### config.mk
export PLATFORM = sky130hd
export DESIGN_NAME = fop_prep
export DESIGN_NICKNAME = d
export VERILOG_FILES = /design/src/logic/fop_pkg.sv /design/src/logic/fop_prep.sv /design/src/logic/fop_regfile.sv /design/src/logic/fop_sync.sv
export VERILOG_INCLUDE_DIRS = /design/src /design/src/logic
export SDC_FILE = /design/constraint.sdc
export NUM_CORES = 1
export LEC_CHECK = 0
export BUFFER_PORTS_ARGS = -buffer_cell sky130_fd_sc_hd__buf_2
export CELL_PAD_IN_SITES_DETAIL_PLACEMENT = 0
export CELL_PAD_IN_SITES_GLOBAL_PLACEMENT = 2
export CORE_UTILIZATION = 35
export CTS_BUF_LIST = sky130_fd_sc_hd__clkbuf_2
export DETAILED_ROUTE_END_ITERATION = 10
export PLACE_DENSITY = 0.75
export REMOVE_ABC_BUFFERS = 1
export SYNTH_ARGS = -nofsm -noshare
export SYNTH_HDL_FRONTEND = slang
export SYNTH_SLANG_ARGS = --single-unit
### constraint.sdc
create_clock -name CLK_SYS_I -period 7.4 [get_ports CLK_SYS_I]
set_input_delay 0.37 -clock CLK_SYS_I [delete_from_list [all_inputs] [get_ports CLK_SYS_I]]
set_output_delay 0.37 -clock CLK_SYS_I [all_outputs]
set_load 0.005 [all_outputs]
### src/logic/fop_regs.svh
// Offsets, indices and constants of the float operand preparation block
`ifndef FOP_REGS_SVH
`define FOP_REGS_SVH
`define FOP_R_HI_B 4'hb
`define FOP_R_LO_B 4'hd
`define FOP_R_EXP_B 4'hf
`define FOP_R_HI_A 4'ha
`define FOP_R_LO_A 4'hc
`define FOP_R_EXP_A 4'he
`define FOP_SIGN_BIT 15
`define FOP_HIDDEN_ONE 16'h0100
`define FOP_PTR_STEP 16'h0002
`define FOP_ADD_UWORD 10'h150
`define FOP_SUB_UWORD 10'h152
`define FOP_ADR_BUS_HOLD 5'h10
`define FOP_ADR_SIGN_HOLD 5'h11
`define FOP_ADR_LOW_SHIFT 5'h12
`define FOP_ADR_STAGING 5'h13
`endif

### src/logic/fop_pkg.sv
// Types shared by the float operand preparation block
package fop_pkg;
  typedef enum logic [4:0] {
    S_IDLE = 5'h00, S_ADV = 5'h01, S_WAIT_HI = 5'h02, S_PTR = 5'h03,
    S_WAIT_LO = 5'h04, S_SHIFT = 5'h05, S_SHIFTHI = 5'h06, S_EXP = 5'h07,
    S_MANT = 5'h08, S_ZHI = 5'h09, S_DECODE = 5'h0a, S_XOR = 5'h0b,
    S_SUBTRACT_PRESTEP = 5'h0c, S_ADD_ENTRY_STEP = 5'h0d, S_NEGBH = 5'h0e, S_ALOW = 5'h0f,
    S_AHIGH = 5'h10, S_EXPSET = 5'h11, S_DIFF = 5'h12, S_SWAP1 = 5'h13,
    S_SWAP2 = 5'h14, S_SWAP3 = 5'h15, S_SWAP4 = 5'h16, S_DONE = 5'h17
  } state_type;
  typedef enum logic [1:0] {
    OP_ADD = 2'h0, OP_SUB = 2'h1, OP_MUL = 2'h2, OP_DIV = 2'h3
  } fop_type;
  typedef struct packed {
    logic [15:0][15:0] gpr;
  } regfile_type;
  typedef struct packed {
    logic s1;
    logic s2;
  } sync_type;
endpackage

### src/logic/fop_prep.sv
// Float operand fetch completion, sign setup and add/subtract preparation
// How it works
// - Hidden one kept only for nonzero exponent; zero exponent zeroes operand.
// - After B fetch: sign to hold register and N flag, advance pointer, read.
// - Second-operand flag forces register address even: 10, 12, 14.
// - A pass moves B-exponent-zero from Z into held bit, Z gets A zeroness.
// - End of A pass clears the second-operand flag.
// - High A word into B latch, decode and dispatch the operation.
// - Result sign is high A xor held high B; held B copied to bus hold.
// - Subtract prestep at microword 522 inverts high B into bus hold.
// - Add entry at 520 loads low B into latch, tests bus hold bit 15.
// - Negative B gets a 32-bit two's complement, carry chained low to high.
// - Negative A is two's complemented; low to shift register, high to bus hold.
// - Low A conversion also samples the synchronised transfer request.
// - High A to staging, A exponent to latch, Z cleared before compare.
// - Difference B minus A exponent is shift count; bit 15 flags A larger.
// - A larger: negate difference, swap low and high words, copy A exponent to B.
// - Zero difference sets Z to record equal exponents.
// - Swap loads the positive difference from bus hold into shift counter.
// - Swap moves only the A exponent into the B exponent register.
// - First pass exponent lives in register 15; Z set if it is zero.
`include "fop_regs.svh"
module fop_prep
  import fop_pkg::*;
(
  input wire logic CLK_SYS_I,
  input wire logic SRST_I,
  input wire logic START_I,
  input wire logic [1:0] FOP_I,
  input wire logic [2:0] STACK_REG_I,
  output logic MEM_RD_O,
  output logic [15:0] MEM_ADDR_O,
  input wire logic [15:0] MEM_DATA_I,
  input wire logic MEM_DONE_I,
  input wire logic NPR_REQ_I,
  input wire logic [4:0] REG_ADDR_I,
  input wire logic [15:0] REG_WDATA_I,
  input wire logic REG_WR_I,
  input wire logic REG_RD_I,
  output logic [15:0] REG_RDATA_O,
  output logic BUSY_O,
  output logic DONE_O,
  output logic [1:0] DISPATCH_O,
  output logic RESULT_SIGN_O,
  output logic NEG_FLAG_O,
  output logic ZERO_FLAG_O,
  output logic EXP_ZERO_B_O,
  output logic SECOND_OPERAND_O,
  output logic NPR_SEEN_O,
  output logic [15:0] SHIFT_COUNT_O,
  output logic [9:0] UWORD_O
);
  typedef struct packed {
    state_type st;
    fop_type op;
    logic [15:0] sign_hold, bus_hold, staging, blatch, low_shift, shift_count;
    logic carry, nflag, zflag, zb, argsel, npr_seen, result_sign, done, mem_rd;
    logic [15:0] mem_addr, rdata;
    logic [9:0] uword;
  } state_rec_type;
  state_rec_type r, next_r;
  logic [15:0][15:0] rf;
  logic we, npr_s;
  logic [3:0] waddr, sp_idx;
  logic [15:0] wdata, diff;
  logic [16:0] sum;
  fop_regfile u_regfile (.clk_i(CLK_SYS_I), .srst_i(SRST_I), .we_i(we),
    .waddr_i(waddr), .wdata_i(wdata), .regs_o(rf));
  fop_sync u_npr_sync (.clk_i(CLK_SYS_I), .srst_i(SRST_I), .d_i(NPR_REQ_I),
    .q_o(npr_s));
  // Microcode names odd registers; the flag steers them to the even twin
  function automatic logic [3:0] gsel(input logic [3:0] idx,
                                      input logic arg);
    gsel = {idx[3:1], idx[0] & ~arg};
  endfunction
  assign sp_idx = {1'b0, STACK_REG_I};
  assign diff = rf[`FOP_R_EXP_B] - r.blatch;
  always_comb begin
    next_r = r;
    next_r.done = 1'b0;
    next_r.mem_rd = 1'b0;
    we = 1'b0;
    waddr = 4'h0;
    wdata = 16'h0000;
    sum = 17'h00000;
    if (REG_RD_I) begin
      case (REG_ADDR_I)
        `FOP_ADR_BUS_HOLD: next_r.rdata = r.bus_hold;
        `FOP_ADR_SIGN_HOLD: next_r.rdata = r.sign_hold;
        `FOP_ADR_LOW_SHIFT: next_r.rdata = r.low_shift;
        `FOP_ADR_STAGING: next_r.rdata = r.staging;
        default: next_r.rdata = REG_ADDR_I[4] ? 16'h0000 : rf[REG_ADDR_I[3:0]];
      endcase
    end
    case (r.st)
      S_IDLE: begin
        if (START_I) begin
          next_r.op = fop_type'(FOP_I);
          next_r.zflag = (rf[`FOP_R_EXP_B] == 16'h0000);
          next_r.sign_hold = r.bus_hold;
          next_r.nflag = r.bus_hold[`FOP_SIGN_BIT];
          next_r.argsel = 1'b1;
          next_r.st = S_ADV;
        end else if (REG_WR_I) begin
          // Preload path for the B operand, pointer and bus hold
          if (REG_ADDR_I == `FOP_ADR_BUS_HOLD) begin
            next_r.bus_hold = REG_WDATA_I;
          end else if (!REG_ADDR_I[4]) begin
            we = 1'b1;
            waddr = REG_ADDR_I[3:0];
            wdata = REG_WDATA_I;
          end
        end
      end
      S_ADV, S_PTR: begin
        // Clock stop while memory answers is a wait state here
        we = 1'b1;
        waddr = sp_idx;
        wdata = rf[sp_idx] + `FOP_PTR_STEP;
        next_r.mem_addr = wdata;
        next_r.mem_rd = 1'b1;
        next_r.st = (r.st == S_ADV) ? S_WAIT_HI : S_WAIT_LO;
      end
      S_WAIT_HI: begin
        if (MEM_DONE_I) begin
          we = 1'b1;
          waddr = gsel(`FOP_R_HI_B, r.argsel);
          wdata = MEM_DATA_I;
          next_r.bus_hold = MEM_DATA_I;
          next_r.blatch = MEM_DATA_I;
          next_r.staging = MEM_DATA_I;
          next_r.st = S_PTR;
        end
      end
      S_WAIT_LO: begin
        if (MEM_DONE_I) begin
          we = 1'b1;
          waddr = gsel(`FOP_R_LO_B, r.argsel);
          wdata = MEM_DATA_I;
          next_r.blatch = MEM_DATA_I;
          next_r.st = S_SHIFT;
        end
      end
      S_SHIFT: begin
        sum = {1'b0, r.blatch} + {1'b0, r.blatch};
        we = 1'b1;
        waddr = gsel(`FOP_R_LO_B, r.argsel);
        wdata = sum[15:0];
        next_r.carry = sum[16];
        next_r.st = S_SHIFTHI;
      end
      S_SHIFTHI: begin
        // Sign drops out here but is still kept in bus hold
        next_r.blatch = {r.staging[14:0], r.carry};
        we = 1'b1;
        waddr = gsel(`FOP_R_HI_B, r.argsel);
        wdata = next_r.blatch;
        next_r.st = S_EXP;
      end
      S_EXP: begin
        we = 1'b1;
        waddr = gsel(`FOP_R_EXP_B, r.argsel);
        wdata = {8'h00, r.blatch[15:8]};
        next_r.zb = r.zflag;
        next_r.zflag = (r.blatch[15:8] == 8'h00);
        next_r.st = S_MANT;
      end
      S_MANT: begin
        we = 1'b1;
        if (r.zflag) begin
          waddr = gsel(`FOP_R_LO_B, r.argsel);
          wdata = 16'h0000;
          next_r.blatch = 16'h0000;
          next_r.st = S_ZHI;
        end else begin
          waddr = gsel(`FOP_R_HI_B, r.argsel);
          wdata = {8'h00, r.blatch[7:0]} | `FOP_HIDDEN_ONE;
          next_r.argsel = 1'b0;
          next_r.st = S_DECODE;
        end
      end
      S_ZHI: begin
        we = 1'b1;
        waddr = gsel(`FOP_R_HI_B, r.argsel);
        wdata = 16'h0000;
        next_r.argsel = 1'b0;
        next_r.st = S_DECODE;
      end
      S_DECODE: begin
        next_r.blatch = r.staging;
        next_r.st = S_XOR;
      end
      S_XOR: begin
        next_r.result_sign = r.blatch[`FOP_SIGN_BIT] ^
                             r.sign_hold[`FOP_SIGN_BIT];
        next_r.bus_hold = r.sign_hold;
        case (r.op)
          OP_ADD: begin
            next_r.uword = `FOP_ADD_UWORD;
            next_r.st = S_ADD_ENTRY_STEP;
          end
          OP_SUB: begin
            next_r.uword = `FOP_SUB_UWORD;
            next_r.st = S_SUBTRACT_PRESTEP;
          end
          default: next_r.st = S_DONE;
        endcase
      end
      S_SUBTRACT_PRESTEP: begin
        next_r.bus_hold = ~r.sign_hold;
        next_r.uword = `FOP_ADD_UWORD;
        next_r.st = S_ADD_ENTRY_STEP;
      end
      S_ADD_ENTRY_STEP: begin
        next_r.blatch = rf[`FOP_R_LO_B];
        sum = {1'b0, ~rf[`FOP_R_LO_B]} + 17'h00001;
        if (r.bus_hold[`FOP_SIGN_BIT]) begin
          we = 1'b1;
          waddr = `FOP_R_LO_B;
          wdata = sum[15:0];
          next_r.carry = sum[16];
          next_r.st = S_NEGBH;
        end else begin
          next_r.st = S_ALOW;
        end
      end
      S_NEGBH: begin
        sum = {1'b0, ~rf[`FOP_R_HI_B]} + {16'h0000, r.carry};
        we = 1'b1;
        waddr = `FOP_R_HI_B;
        wdata = sum[15:0];
        next_r.st = S_ALOW;
      end
      S_ALOW: begin
        // Long operation: give waiting transfers a chance here
        next_r.npr_seen = npr_s;
        sum = {1'b0, ~rf[`FOP_R_LO_A]} + 17'h00001;
        if (r.staging[`FOP_SIGN_BIT]) begin
          next_r.low_shift = sum[15:0];
          next_r.carry = sum[16];
          next_r.st = S_AHIGH;
        end else begin
          next_r.low_shift = rf[`FOP_R_LO_A];
          next_r.bus_hold = rf[`FOP_R_HI_A];
          next_r.st = S_EXPSET;
        end
      end
      S_AHIGH: begin
        sum = {1'b0, ~rf[`FOP_R_HI_A]} + {16'h0000, r.carry};
        next_r.bus_hold = sum[15:0];
        next_r.st = S_EXPSET;
      end
      S_EXPSET: begin
        next_r.staging = r.bus_hold;
        next_r.blatch = rf[`FOP_R_EXP_A];
        next_r.zflag = 1'b0;
        next_r.st = S_DIFF;
      end
      S_DIFF: begin
        next_r.bus_hold = diff;
        next_r.blatch = diff;
        if (diff[`FOP_SIGN_BIT]) begin
          next_r.st = S_SWAP1;
        end else begin
          next_r.shift_count = diff;
          next_r.zflag = (diff == 16'h0000);
          next_r.st = S_DONE;
        end
      end
      S_SWAP1: begin
        next_r.bus_hold = 16'h0000 - r.bus_hold;
        next_r.st = S_SWAP2;
      end
      S_SWAP2: begin
        next_r.shift_count = r.bus_hold;
        we = 1'b1;
        waddr = `FOP_R_LO_B;
        wdata = r.low_shift;
        next_r.low_shift = rf[`FOP_R_LO_B];
        next_r.st = S_SWAP3;
      end
      S_SWAP3: begin
        we = 1'b1;
        waddr = `FOP_R_HI_B;
        wdata = r.staging;
        next_r.staging = rf[`FOP_R_HI_B];
        next_r.st = S_SWAP4;
      end
      S_SWAP4: begin
        // Smaller B exponent is dropped; its difference is already counted
        we = 1'b1;
        waddr = `FOP_R_EXP_B;
        wdata = rf[`FOP_R_EXP_A];
        next_r.st = S_DONE;
      end
      S_DONE: begin
        next_r.done = 1'b1;
        next_r.st = S_IDLE;
      end
      default: next_r.st = S_IDLE;
    endcase
  end
  always_ff @(posedge CLK_SYS_I) begin
    if (SRST_I) begin
      r <= '0;
    end else begin
      r <= next_r;
    end
  end
  assign MEM_RD_O = r.mem_rd;
  assign MEM_ADDR_O = r.mem_addr;
  assign REG_RDATA_O = r.rdata;
  assign BUSY_O = (r.st != S_IDLE);
  assign DONE_O = r.done;
  assign DISPATCH_O = r.op;
  assign RESULT_SIGN_O = r.result_sign;
  assign NEG_FLAG_O = r.nflag;
  assign ZERO_FLAG_O = r.zflag;
  assign EXP_ZERO_B_O = r.zb;
  assign SECOND_OPERAND_O = r.argsel;
  assign NPR_SEEN_O = r.npr_seen;
  assign SHIFT_COUNT_O = r.shift_count;
  assign UWORD_O = r.uword;
endmodule

### src/logic/fop_regfile.sv
// Sixteen general registers in flip-flops, one write port
module fop_regfile
  import fop_pkg::*;
(
  input wire logic clk_i,
  input wire logic srst_i,
  input wire logic we_i,
  input wire logic [3:0] waddr_i,
  input wire logic [15:0] wdata_i,
  output logic [15:0][15:0] regs_o
);
  regfile_type r;
  regfile_type next_r;

  genvar g;
  generate
    for (g = 0; g < 16; g++) begin : g_word
      always_comb begin
        next_r.gpr[g] = (we_i && waddr_i == 4'(g)) ? wdata_i : r.gpr[g];
      end
    end
  endgenerate

  always_ff @(posedge clk_i) begin
    if (srst_i) begin
      r <= '0;
    end else begin
      r <= next_r;
    end
  end

  assign regs_o = r.gpr;
endmodule

### src/logic/fop_sync.sv
// Two-flop synchroniser for the transfer request pin
module fop_sync
  import fop_pkg::*;
(
  input wire logic clk_i,
  input wire logic srst_i,
  input wire logic d_i,
  output logic q_o
);
  sync_type r;
  sync_type next_r;

  always_comb begin
    next_r.s1 = d_i;
    next_r.s2 = r.s1;
  end

  always_ff @(posedge clk_i) begin
    if (srst_i) begin
      r <= '0;
    end else begin
      r <= next_r;
    end
  end

  assign q_o = r.s2;
endmodule

# After elaboration in Yosys (flattened, before gate mapping)
# Cells that the tools add are included.
word_totals:
  regBits: 412
  in_bits: 49
  output_inout_bits: 69
  elab_cells: 225
classes:
  n_addsub: 8
  magnitude_cmp: 2
  n_eq_ne: 56
  mux: 67
  n_bitwise: 7
  n_reduce_logical: 47
ops:
  columns: ["op", "count"]
  rows:
  - ["2-to-1 mux 16 bit", 17]
  - ["case mux 16 bit (8 select lines)", 2]
  - ["case mux 16 bit (12 select lines)", 1]
  - ["case mux 5 bit (22 select lines)", 1]
  - ["inverter 16 bit", 5]
  - ["binary-select mux 16 bit (select 4 bit)", 1]
  - ["case mux 16 bit (2 select lines)", 2]
  - ["case mux 16 bit (4 select lines)", 1]
  - ["equality test 5 bit (second input constant)", 12]
  - ["binary-select mux 16 bit (select 3 bit)", 1]
  - ["2-to-1 mux 48 bit", 1]
  - ["case mux 16 bit (3 select lines)", 1]
  - ["case mux 4 bit (12 select lines)", 1]
  - ["equality test 5 x 4 -> 1 bit (second input constant)", 8]
  - ["case mux 10 bit (2 select lines)", 2]
  - ["adder 16 x 1 -> 17 bit (second input constant)", 2]
  - ["adder 16 x 1 -> 16 bit", 2]
  - ["equality test 4 bit (second input constant)", 8]
  - ["zero test 16 bit", 2]
  - ["2-to-1 mux 4 bit", 7]
  - ["!= test 2 bit (second input constant)", 12]
  - ["2-to-1 mux 23 bit", 1]
  - ["equality test 5 x 3 -> 1 bit (second input constant)", 4]
  - ["adder 16 x 16 -> 17 bit", 1]
  - ["other kinds (39)", 92]

# Longest topological paths before layout
# Gate-level depths: netlist of the first run.
depth:
  depth_word: 7
  ltp_mapped: 15
  mapped_depth_nobuf: 12

# Hierarchy
# Synthesis of the first run repeated with hierarchy kept, for this count alone.
unflattened:
  cells_unflattened: 2684
  area_unflattened_um2: 25278.0
by_module_without_submodules:
  columns: ["module", "n_inst", "cells_per_inst", "area_per_inst_um2", "seq_area_each_um2"]
  rows:
  - ["fop_prep", 1, 1785, 15164.5, 2902.8]
  - ["fop_regfile", 1, 895, 10060.9, 5124.9]
  - ["fop_sync", 1, 4, 52.6, 40.0]

# Worst setup path after synthesis of the first run
# OpenSTA, ideal clock, no wires.
synth_timing:
  path_kind: "input to register"
  startpoint: "input STACK_REG_I[0]"
  endpoint: "register u_regfile.r, in the netlist u_regfile.regs_o[197]"
  setup_ns: 0.128
  arrival_ns: 3.152
  t_required_ns: 7.272
  setup_slack_ns: 4.121
  stages: 15
  n_path_buf: 4
  cell_sequence: "buf_4 -> buf_8 -> mux4_2 -> mux2i_2 -> inv_1 -> ha_1 -> nand4b_1 -> nand2_1 -> xor2_1 -> nor2_1 -> or4_1 -> clkbuf_1 -> buf_2 -> mux2i_1 -> nor2_1"
synth_between:
  elab_chain_cells: 4
  word_cells_on_any_way: 7
  classes_between: "add/sub: 1; eq/ne: 1; mux: 4; reduce/logical: 1"
synth_lines:
  columns: ["element", "line", "text"]
  rows:
  - ["start: declaration", "fop_prep.sv:30", "input wire logic [2:0] STACK_REG_I,"]
  - ["binary-select mux 16 bit (select 3 bit)", "fop_prep.sv:119", "wdata = rf[sp_idx] + `FOP_PTR_STEP;"]
  - ["2-to-1 mux 16 bit (not written as such)", "fop_prep.sv:119", null]
  - ["adder 16 x 2 -> 16 bit (no line)", null, null]
  - ["case mux 16 bit (12 select lines)", "fop_prep.sv:95", "case (r.st)"]
  - ["end signal: assignment", "fop_regfile.sv:28", "r <= next_r;"]
  - ["end: declaration", "fop_regfile.sv:12", "regfile_type r;"]
# Parallel ways exist; a longest one is shown, timed or not. The select of a mux whose other input is x is not followed.
# A chain may end at the register's enable or synchronous reset.

# Worst setup path in the final report of the first run
layout_timing:
  startpoint: "register r[153] (netlist name)"
  endpoint: "register r[120] (netlist name)"
layout_between:
  elab_chain_cells: 3
  word_cells_on_any_way: 16
  classes_between: "eq/ne: 12; mux: 1; reduce/logical: 3"
layout_lines:
  columns: ["element", "line", "text"]
  rows:
  - ["start: declaration", "fop_prep.sv:61", "state_rec_type r, next_r;"]
  - ["start signal: assignment", "fop_prep.sv:307", "r <= next_r;"]
  - ["equality test 5 x 4 -> 1 bit (tied with other cells)", null, null]
  - ["nonzero test 8 bit (no line) or != test 2 bit (tied branches)", null, null]
  - ["AND reduction 6 bit (no line)", null, null]
# Parallel ways exist; a longest one is shown, timed or not.

==> impl_results.html, run 1 <==
<table>
<tr><th>Metric</th><th>Value</th></tr>
<tr><th colspan="2">Critical path</th></tr>
<tr><td>Category of the worst setup path launch point</td><td>register</td></tr>
<tr><td>WP data required</td><td>roughly 8500 ps</td></tr>
<tr><td>Top fanout value on the critical path</td><td>28</td></tr>
<tr><td>Buffers and inverters on the worst path</td><td>2</td></tr>
<tr><td>Cells traversed along the worst timing path</td><td>nor3b_2, nand2_1, o2111ai_1, a21oi_1, or3_1, dlygate4sd3_1, a21oi_1, dlygate4sd3_1</td></tr>
<tr><td>Largest delay share family, worst path</td><td>simple AND/OR/NAND/NOR gates</td></tr>
<tr><td>Data arrival, critical path</td><td>between 5000 and 6000 ps</td></tr>
<tr><td>Kind of end point of the critical path</td><td>register</td></tr>
<tr><td>Setup CP Type</td><td>register to register</td></tr>
<tr><td>Cell with the largest stage delay on the worst path</td><td>sky130_fd_sc_hd__dfxtp_1</td></tr>
<tr><td>Stage delay of the slowest cell on the critical path</td><td>about 1100 ps</td></tr>
<tr><th colspan="2">Die</th></tr>
<tr><td>Vertical die dimension</td><td>265 um</td></tr>
<tr><td>Num ports</td><td>about 120</td></tr>
<tr><td>Starting density of the core</td><td>a little over a third</td></tr>
<tr><td>Die Footprint</td><td>between 60000 and 70000 um2</td></tr>
<tr><td>DIE WIDTH</td><td>265 um</td></tr>
<tr><td>Placeable core region</td><td>between 60000 and 70000 um2</td></tr>
<tr><td>Number of rows in the core area</td><td>95</td></tr>
<tr><th colspan="2">Power and ir drop</th></tr>
<tr><td>Peak supply drop</td><td>~0.10 mV</td></tr>
<tr><td>Cell leakage power</td><td>around 9.2 nW</td></tr>
<tr><td>Ratio of total power to cell area</td><td>roughly 220 nW/um2</td></tr>
<tr><th colspan="2">Logic synthesis</th></tr>
<tr><td>Netlist Area Pre-Place</td><td>~24000 um2</td></tr>
<tr><td>Post-synth ARST share</td><td>0%</td></tr>
<tr><td>Cells taking the most area after synthesis</td><td>sky130_fd_sc_hd__dfxtp_1 33%, sky130_fd_sc_hd__mux4_2 12%, sky130_fd_sc_hd__nor2_1 6.6%, sky130_fd_sc_hd__a211oi_1 5.6%, sky130_fd_sc_hd__mux2i_1 4.1%</td></tr>
<tr><td>Area share of the leading cell type in the synthesized netlist</td><td>between 30% and 40%</td></tr>
<tr><td>Top cell type by total area after synthesis</td><td>sky130_fd_sc_hd__dfxtp_1</td></tr>
<tr><td>Post-Synthesis Cells</td><td>2714</td></tr>
<tr><td>Number of library cell types mapped by synthesis</td><td>94</td></tr>
<tr><td>Main synth FF type</td><td>sky130_fd_sc_hd__dfxtp_1</td></tr>
<tr><td>Share of synthesized area occupied by flip-flops and latches</td><td>33.4%</td></tr>
<tr><td>EDFF count, synth</td><td>0</td></tr>
<tr><td>Count of synthesis-stage warnings from yosys</td><td>0</td></tr>
<tr><td>Post-synthesis sequential element count</td><td>a little over 400</td></tr>
<tr><td>Post-synthesis average cell area</td><td>around 8.9 um2</td></tr>
<tr><th colspan="2">Detailed routing</th></tr>
<tr><td>Number of violations reported at the end of detailed-routing iteration 0</td><td>roughly 2300</td></tr>
<tr><td>Number of vias after detailed routing</td><td>approximately 22000</td></tr>
<tr><td>Via density per instance</td><td>5.99</td></tr>
<tr><td>Router iterations before antenna repair</td><td>7</td></tr>
<tr><td>WL final</td><td>between 90 and 100 mm</td></tr>
<tr><td>Routed length per instance</td><td>25.6 um</td></tr>
<tr><td>Remaining DRCs</td><td>0</td></tr>
<tr><td>Number of antenna-violating nets in the routed design</td><td>0</td></tr>
<tr><th colspan="2">STA</th></tr>
<tr><td>RSZ-0062 raised after global routing</td><td>no</td></tr>
<tr><td>Period utilization</td><td>62.3%</td></tr>
<tr><td>Headroom to the max-slew limit</td><td>roughly 15%</td></tr>
<tr><td>Maximum frequency from static timing analysis</td><td>217 MHz</td></tr>
<tr><td>Number of max-slew violations in the final report</td><td>0</td></tr>
<tr><td>Final hold violation count</td><td>0</td></tr>
<tr><td>Final sum of negative setup slack</td><td>0 ps</td></tr>
<tr><td>Setup violations, final</td><td>0</td></tr>
<tr><td>Crit path time final</td><td>roughly 4600 ps</td></tr>
<tr><td>Post-Route Skew</td><td>~58 ps</td></tr>
<tr><td>Worst slew pin tran</td><td>~1300 ps</td></tr>
<tr><th colspan="2">Clocking</th></tr>
<tr><td>Root buffer cell</td><td>sky130_fd_sc_hd__clkbuf_2</td></tr>
<tr><td>Total CTS buffers</td><td>between 100 and 150</td></tr>
<tr><td>TritonCTS clock tree</td><td>yes</td></tr>
<tr><td>Buffers from clock root to sink, at most</td><td>3</td></tr>
<tr><td>Clock sink count</td><td>403</td></tr>
<tr><td>Latest clock arrival within the worst-skew pair</td><td>1200 ps</td></tr>
<tr><td>Clock input transition at the sequential cells of the worst setup and hold paths</td><td>between 100 and 150 ps</td></tr>
<tr><td>Post-CTS Repair Setup Buffers</td><td>0</td></tr>
<tr><td>H-tree Lvls</td><td>3</td></tr>
<tr><th colspan="2">Layout</th></tr>
<tr><td>Final net count</td><td>around 2800</td></tr>
<tr><td>Post-layout util</td><td>roughly two fifths</td></tr>
<tr><td>Synth-to-Final Area Change</td><td>9.76%</td></tr>
<tr><td>Number of fill cells in the layout</td><td>6892</td></tr>
<tr><td>Fraction of final layout cells with drive strength greater than 1</td><td>19.8%</td></tr>
<tr><th colspan="2">Place</th></tr>
<tr><td>Post-detail-place hpwl</td><td>68.4 mm</td></tr>
<tr><td>Placer Congestion</td><td>0.902</td></tr>
<tr><td>Count of buffers inserted at the top-level ports</td><td>~110</td></tr>
<tr><th colspan="2">Flow run</th></tr>
<tr><td>Number of max-cap violations</td><td>0</td></tr>
<tr><th colspan="2">Global routing</th></tr>
<tr><td>Vias in the first global route</td><td>~22000</td></tr>
<tr><td>First-pass GRT wire length</td><td>about 140 mm</td></tr>
<tr><td>Number of antenna violations at the first check in global routing</td><td>3</td></tr>
<tr><td>Tot GR Track Use</td><td>around 27%</td></tr>
<tr><td>Pin count of the biggest net entering global routing</td><td>about 170</td></tr>
<tr><td>Final global-route overflow total</td><td>0</td></tr>
<tr><th colspan="2">Min path</th></tr>
<tr><td>Hold Path Class</td><td>input port to register</td></tr>
<tr><th colspan="2">Status</th></tr>
<tr><td>Outcome</td><td>complete, no violations</td></tr>
</table>
==> layout by cell type (no fill, tap or decap), drive strengths merged, types with 10 or more instances in the layout <==
cell type	synthesis	final
nor4	24	24
nor2b	15	15
a22oi	65	65
clkinv	1	29
nand3	27	27
or3	17	17
nand4	23	23
clkbuf	148	169
and3	18	18
and2	10	10
nand2b	14	14
o22ai	10	10
o2111ai	10	10
mux2i	100	100
nand2	258	258
dlygate4sd3	0	73
o211ai	19	19
buf	165	170
or4	13	13
xnor2	49	49
a21oi	143	143
xor2	38	38
o21ai	64	64
a222oi	29	29
a311oi	37	37
nor3	43	43
mux4	128	128
a211oi	207	207
nor2	426	426
ha	24	24
dfxtp	403	403
inv	39	44
a221oi	32	32
nor3b	12	12
==> flip-flops by register name, indices dropped and copies added (netlist names) <==
| name | count |
|---|---|
| DISPATCH_O | 2 |
| u_regfile.regs_o | 256 |
| EXP_ZERO_B_O | 1 |
| SECOND_OPERAND_O | 1 |
| REG_RDATA_O | 16 |
| RESULT_SIGN_O | 1 |
| NPR_SEEN_O | 1 |
| u_npr_sync.q_o | 1 |
| ZERO_FLAG_O | 1 |
| MEM_RD_O | 1 |
| MEM_ADDR_O | 16 |
| UWORD_O | 2 |
| SHIFT_COUNT_O | 16 |
| DONE_O | 1 |
| r | 86 |
| u_npr_sync.next_r | 1 |
==> synth_stat cells, drive strengths merged (49+ instances only) <==
| cell type | n |
|---|---|
| a21oi | 143 |
| mux4 | 128 |
| xnor2 | 49 |
| nand2 | 258 |
| a211oi | 207 |
| buf | 165 |
| mux2i | 100 |
| nor2 | 426 |
| clkbuf | 148 |
| a22oi | 65 |
| dfxtp | 403 |
| o21ai | 64 |
==> cell type report <==
cell class / count / area (um2) / area share, %
diodes: 3 / 7.51 / 0.0283
clock buffers: 169 / 846 / 3.19
clock inverters: 35 / 173 / 0.652
inverters: 40 / 150 / 0.567
multi-input cells: 1963 / 14400 / 54.3
flip-flops and latches: 403 / 8070 / 30.5
well taps: 873 / 1090 / 4.12
repair buffers: 243 / 1760 / 6.63
==> power breakdown <==
| part | internal [mW] | switching (mW) |
|---|---|---|
| clock network | 0.627 | 1.05 |
| logic | 0.622 | 1.04 |
| registers | 2.30 | 0.208 |
==> kinds of logic (layout without fill, tap and decap cells) <==
group / Yosys count / in the layout / share of synthesized area [%]
other: 1 / 9 / 0.0155
xor gates and xnor gates: 87 / 87 / 3.16
adders and majority gates: 26 / 26 / 1.37
and+or+nand+nor: 935 / 935 / 18.0
buffers and inverters: 353 / 487 / 7.31
muxes: 229 / 229 / 16.2
DFF: 403 / 403 / 33.4
AOI/OAI and AO/OA: 680 / 680 / 20.5
==> layer usage <==
layer / vias up / part of all wire, % / global-route usage, % / routed length, um
li1: 10200 / - / - / -
met1: 11000 / 42 / 35.3 / 40400
met2: 965 / 46 / 42.8 / 43900
met3: 209 / 7.1 / 4.75 / 6820
met4: 2 / 4.7 / 13.1 / 4490
met5: - / 0.014 / 0 / 13
==> through the flow <==
stage / instances / power, mW / hold WS (ps) / area, um2 / worst slack [ps]
finish: 3729 / 5.85 / 145 / 26500 / 2790
global route: 3728 / 6.18 / 96.2 / 26500 / 2620
floorplan: 2406 / 3.47 / 411 / 22500 / 2910
global placement: 3449 / 4.11 / 426 / 24700 / 3070
detailed placement: 3449 / 4.13 / 431 / 24700 / 2940
CTS: 3726 / 5.89 / 12.9 / 26500 / 3010
==> final timing paths <==
check	end	from	slack [ps]	depth (start not counted)
setup / recovery	r[120]	r[153]	2790	8
hold reg to reg	u_npr_sync.q_o	u_npr_sync.next_r[0]	440	1
hold / removal	r[85]	MEM_DATA_I[2]	150	4
setup reg to reg	r[120]	r[153]	2790	8
==> worst min-delay path, delay by kind of cell <==
family / cells / cell delay (ps)
AO/OA/AOI/OAI: 2 / 230
buffers and inverters: 2 / 700
==> what timing repair did <==
action                                 CTS  global route
hold buffers                            73             0
resized for setup                        0             0
endpoints found under the hold margin  296             0
No activity file was read; power rests on OpenSTA's default activity.
==> run 2, diff against run 1 <==
Settings changed: ABC_AREA from default to 1, CORE_UTILIZATION 35 to 32, PLACE_DENSITY 0.75 to 0.81.
Clock period 7.4 ns to 3.9 ns, I/O delays scaled along.
==> run 2 against run 1 <==
Compared with the run above: critical path depth rose by 5; largest cell class unchanged; clock skew is 84 ps higher; core utilization down 1.6 points; highest routed layer is now met4; register-to-register slack got worse by 2700 ps; worst hold slack lost 36 ps; global-route usage increased by 7.0 points.
==> impl_results.html, run 2 <==
<table>
<tr><th>Metric</th><th>Value</th></tr>
<tr><th colspan="2">Status</th></tr>
<tr><td>Outcome</td><td>complete, no violations</td></tr>
<tr><th colspan="2">Die</th></tr>
<tr><td>DIE WIDTH</td><td>283 um (+7.0%)</td></tr>
<tr><td>Die Footprint</td><td>80200 um2 (+15%)</td></tr>
<tr><td>Vertical die dimension</td><td>283 um (+7.0%)</td></tr>
<tr><td>Num ports</td><td>118 (unchanged)</td></tr>
<tr><td>Number of rows in the core area</td><td>102 (+7.4%)</td></tr>
<tr><td>Starting density of the core</td><td>32.5% (-3.2 points)</td></tr>
<tr><td>Placeable core region</td><td>77800 um2 (+15%)</td></tr>
<tr><th colspan="2">Global routing</th></tr>
<tr><td>GR Layer Usage met1</td><td>43.4% (+8.2 points)</td></tr>
<tr><td>Global routing met3 resource utilization</td><td>6.43% (+1.7 points)</td></tr>
<tr><td>Vias in the first global route</td><td>28300 (+31%)</td></tr>
<tr><td>First-pass GRT wire length</td><td>201 mm (+42%)</td></tr>
<tr><td>Pin count of the biggest net entering global routing</td><td>167 (+0.60%)</td></tr>
<tr><td>Layer with the highest usage</td><td>met2</td></tr>
<tr><td>Final global-route overflow total</td><td>0 (unchanged)</td></tr>
<tr><td>Number of antenna violations at the first check in global routing</td><td>3 (unchanged)</td></tr>
<tr><td>Tot GR Track Use</td><td>33.9% (+7.0 points)</td></tr>
<tr><td>Met2 layer usage reported by global route</td><td>53.2% (+10 points)</td></tr>
<tr><th colspan="2">Logic synthesis</th></tr>
<tr><td>Count of synthesis-stage warnings from yosys</td><td>0 (unchanged)</td></tr>
<tr><td>Post-synthesis sequential element count</td><td>403 (unchanged)</td></tr>
<tr><td>Count leader, synth</td><td>sky130_fd_sc_hd__nand2_1</td></tr>
<tr><td>Post-Synthesis Cells</td><td>4023 (+48%)</td></tr>
<tr><td>Top cell type by total area after synthesis</td><td>sky130_fd_sc_hd__dfxtp_1</td></tr>
<tr><td>EDFF count, synth</td><td>0 (unchanged)</td></tr>
<tr><td>Netlist Area Pre-Place</td><td>25300 um2 (+4.8%)</td></tr>
<tr><td>Area share of the leading cell type in the synthesized netlist</td><td>31.9% (-1.5 points)</td></tr>
<tr><td>Post-synthesis average cell area</td><td>6.29 um2 (-29%)</td></tr>
<tr><td>Number of library cell types mapped by synthesis</td><td>56 (-40%)</td></tr>
<tr><td>Cells taking the most area after synthesis</td><td>sky130_fd_sc_hd__dfxtp_1 32%, sky130_fd_sc_hd__nand2_1 12%, sky130_fd_sc_hd__inv_1 7.9%, sky130_fd_sc_hd__a21oi_1 6.7%, sky130_fd_sc_hd__nand3_1 6.1%</td></tr>
<tr><td>Most used standard cells in the synthesized netlist</td><td>836 x sky130_fd_sc_hd__nand2_1, 534 x sky130_fd_sc_hd__inv_1, 403 x sky130_fd_sc_hd__dfxtp_1</td></tr>
<tr><td>Main synth FF type</td><td>sky130_fd_sc_hd__dfxtp_1</td></tr>
<tr><td>Post-synth ARST share</td><td>0% (unchanged)</td></tr>
<tr><td>Share of synthesized area occupied by flip-flops and latches</td><td>31.9% (-1.5 points)</td></tr>
<tr><th colspan="2">Flow run</th></tr>
<tr><td>Number of max-cap violations</td><td>0 (unchanged)</td></tr>
<tr><th colspan="2">Detailed routing</th></tr>
<tr><td>Number of violations reported at the end of detailed-routing iteration 0</td><td>3990 (+72%)</td></tr>
<tr><td>Number of vias after detailed routing</td><td>30400 (+36%)</td></tr>
<tr><td>Via density per instance</td><td>5.65 (-5.7%)</td></tr>
<tr><td>Routed length per instance</td><td>26.1 um (+2.1%)</td></tr>
<tr><td>WL final</td><td>141 mm (+47%)</td></tr>
<tr><td>Router iterations before antenna repair</td><td>6 (-1)</td></tr>
<tr><td>Remaining DRCs</td><td>0 (unchanged)</td></tr>
<tr><td>Number of antenna-violating nets in the routed design</td><td>0 (unchanged)</td></tr>
<tr><th colspan="2">Place</th></tr>
<tr><td>Dpl ws</td><td>281 ps (-2660 ps)</td></tr>
<tr><td>Placer Congestion</td><td>1.12 (+24%)</td></tr>
<tr><td>Cell count after placement</td><td>5034 (+46%)</td></tr>
<tr><td>Post-detail-place hpwl</td><td>101 mm (+47%)</td></tr>
<tr><td>Count of buffers inserted at the top-level ports</td><td>111 (unchanged)</td></tr>
<tr><th colspan="2">Critical path</th></tr>
<tr><td>WP data required</td><td>5110 ps (-3390 ps)</td></tr>
<tr><td>Data arrival, critical path</td><td>5010 ps (-700 ps)</td></tr>
<tr><td>Setup CP Type</td><td>register to register</td></tr>
<tr><td>Top fanout value on the critical path</td><td>13 (-54%)</td></tr>
<tr><td>Register-to-Register Setup Slack</td><td>100 ps (-2690 ps)</td></tr>
<tr><td>Kind of end point of the critical path</td><td>register</td></tr>
<tr><td>Category of the worst setup path launch point</td><td>register</td></tr>
<tr><th colspan="2">STA</th></tr>
<tr><td>Number of max-slew violations in the final report</td><td>0 (unchanged)</td></tr>
<tr><td>Post-Route Skew</td><td>142 ps (+84.3 ps)</td></tr>
<tr><td>Worst slew pin tran</td><td>1320 ps (+51.0 ps)</td></tr>
<tr><td>Crit path time final</td><td>3800 ps (-813 ps)</td></tr>
<tr><td>Period utilization</td><td>97.3% (+35 points)</td></tr>
<tr><td>Setup violations, final</td><td>0 (unchanged)</td></tr>
<tr><td>Final hold violation count</td><td>0 (unchanged)</td></tr>
<tr><td>Final sum of negative setup slack</td><td>0 ps (unchanged)</td></tr>
<tr><td>Maximum frequency from static timing analysis</td><td>264 MHz (+21%)</td></tr>
<tr><td>RSZ-0062 raised after global routing</td><td>no</td></tr>
<tr><td>Post-layout worst setup margin</td><td>105 ps (-2690 ps)</td></tr>
<tr><td>Hold_ws</td><td>110 ps (-35.6 ps)</td></tr>
<tr><td>Headroom to the max-slew limit</td><td>11.8% (-3.7 points)</td></tr>
<tr><th colspan="2">Min path</th></tr>
<tr><td>Hold Path Class</td><td>input port to register</td></tr>
<tr><th colspan="2">Layout</th></tr>
<tr><td>Fraction of final layout cells with drive strength greater than 1</td><td>12.0% (-7.8 points)</td></tr>
<tr><td>Max reg flops</td><td>256 (unchanged)</td></tr>
<tr><td>Final net count</td><td>4315 (+52%)</td></tr>
<tr><td>Most frequent standard cell in the layout excluding fill and tap cells</td><td>sky130_fd_sc_hd__nand2_1</td></tr>
<tr><td>Synth-to-Final Area Change</td><td>15.6%</td></tr>
<tr><td>Non-filler instance count after layout</td><td>5379 (+44%)</td></tr>
<tr><td>Number of fill cells in the layout</td><td>8723 (+27%)</td></tr>
<tr><td>Most frequent cells in the layout</td><td>834 x sky130_fd_sc_hd__nand2_1, 533 x sky130_fd_sc_hd__inv_1, 402 x sky130_fd_sc_hd__dfxtp_1</td></tr>
<tr><th colspan="2">Clocking</th></tr>
<tr><td>Buffers from clock root to sink, at most</td><td>3 (unchanged)</td></tr>
<tr><td>Latest clock arrival within the worst-skew pair</td><td>1270 ps (+70 ps)</td></tr>
<tr><td>Clock input transition at the sequential cells of the worst setup and hold paths</td><td>120 ps (about the same)</td></tr>
<tr><td>TritonCTS clock tree</td><td>yes</td></tr>
<tr><td>Root buffer cell</td><td>sky130_fd_sc_hd__clkbuf_2</td></tr>
<tr><td>Clock sink count</td><td>403 (unchanged)</td></tr>
<tr><td>H-tree Lvls</td><td>3 (unchanged)</td></tr>
<tr><td>Total CTS buffers</td><td>117 (+3.5%)</td></tr>
<tr><th colspan="2">Power and ir drop</th></tr>
<tr><td>Peak supply drop</td><td>0.216 mV (+110%)</td></tr>
<tr><td>Ratio of total power to cell area</td><td>436 nW/um2 (+98%)</td></tr>
<tr><td>Cell leakage power</td><td>13.1 nW (+42%)</td></tr>
</table>
run 2: metal layers:
layer  vias to the layer above  part of all wire [%]
met5                         -                     0
met4                         0                   6.5
met3                       433                   9.2
met2                      1801                    44
met1                     14300                    41
li1                      13900                     -
run 2: worst paths after layout:
kind	to	start	depth (start not counted)
max	u_regfile.regs_o[51]	r[152]	13
min	r[98]	MEM_DATA_I[15]	6
max reg2reg	u_regfile.regs_o[51]	r[152]	13
min reg2reg	u_npr_sync.q_o	u_npr_sync.next_r[0]	2
run 2: area by class of cell:
cell class / instances / area, um2 / share of cell area, %
diodes: 6 / 15.0 / 0.0514
clock buffers: 177 / 886 / 3.03
clock inverters: 34 / 156 / 0.535
inverters: 565 / 2120 / 7.26
multi-input cells: 2780 / 13800 / 47.1
flip-flops and latches: 403 / 8070 / 27.6
well taps: 1040 / 1300 / 4.45
repair buffers: 374 / 2920 / 9.98
run 2: worst max-delay path, stage by stage, from the launching register on:
cell and delay (ps):
sky130_fd_sc_hd__dfxtp_1 540, sky130_fd_sc_hd__nand2_1 100, sky130_fd_sc_hd__nor2_1 370, sky130_fd_sc_hd__nand2_1 440, sky130_fd_sc_hd__inv_1 650, sky130_fd_sc_hd__nand2_1 160, sky130_fd_sc_hd__o22ai_1 250, sky130_fd_sc_hd__nor3_1 130
sky130_fd_sc_hd__buf_4 190, sky130_fd_sc_hd__nand2_1 90, sky130_fd_sc_hd__buf_4 180, sky130_fd_sc_hd__nand2_1 60, sky130_fd_sc_hd__a21oi_1 130, sky130_fd_sc_hd__dlygate4sd3_1 550
run 2: kinds of logic (layout without fill, tap and decap cells):
| group | Yosys count | after routing | synth area share, % |
|---|---|---|---|
| DFF | 403 | 403 | 31.9 |
| buffers and inverters | 845 | 1150 | 13.9 |
| other | 1 | 12 | 0.0148 |
| AOI/OAI and AO/OA | 1018 | 1018 | 23.3 |
| xor gates and xnor gates | 11 | 11 | 0.381 |
| adders and majority gates | 25 | 25 | 1.27 |
| and+or+nand+nor | 1720 | 1720 | 29.2 |
run 2: timing repair:
item                       CTS  global route
resized for setup            0             2
hold endpoints to repair   374             0
hold buffers               128             0
setup endpoints to repair    0            24
buffers inserted             0             0
run 2: report_power, final:
group | internal, mW | switching [mW]
clock | 1.22 | 2.08
sequential | 4.52 | 0.385
combinational | 1.31 | 3.24
run 2: metrics by stage:
step	utilization [%]	area (um2)	power, mW
final	37.6	29200	12.8
after global routing	37.5	29200	13.4
after CTS	37.5	29200	12.7
after detailed placement	34.5	26900	9.25
after global placement	34.5	26900	9.26
after floorplan	-	23900	7.27
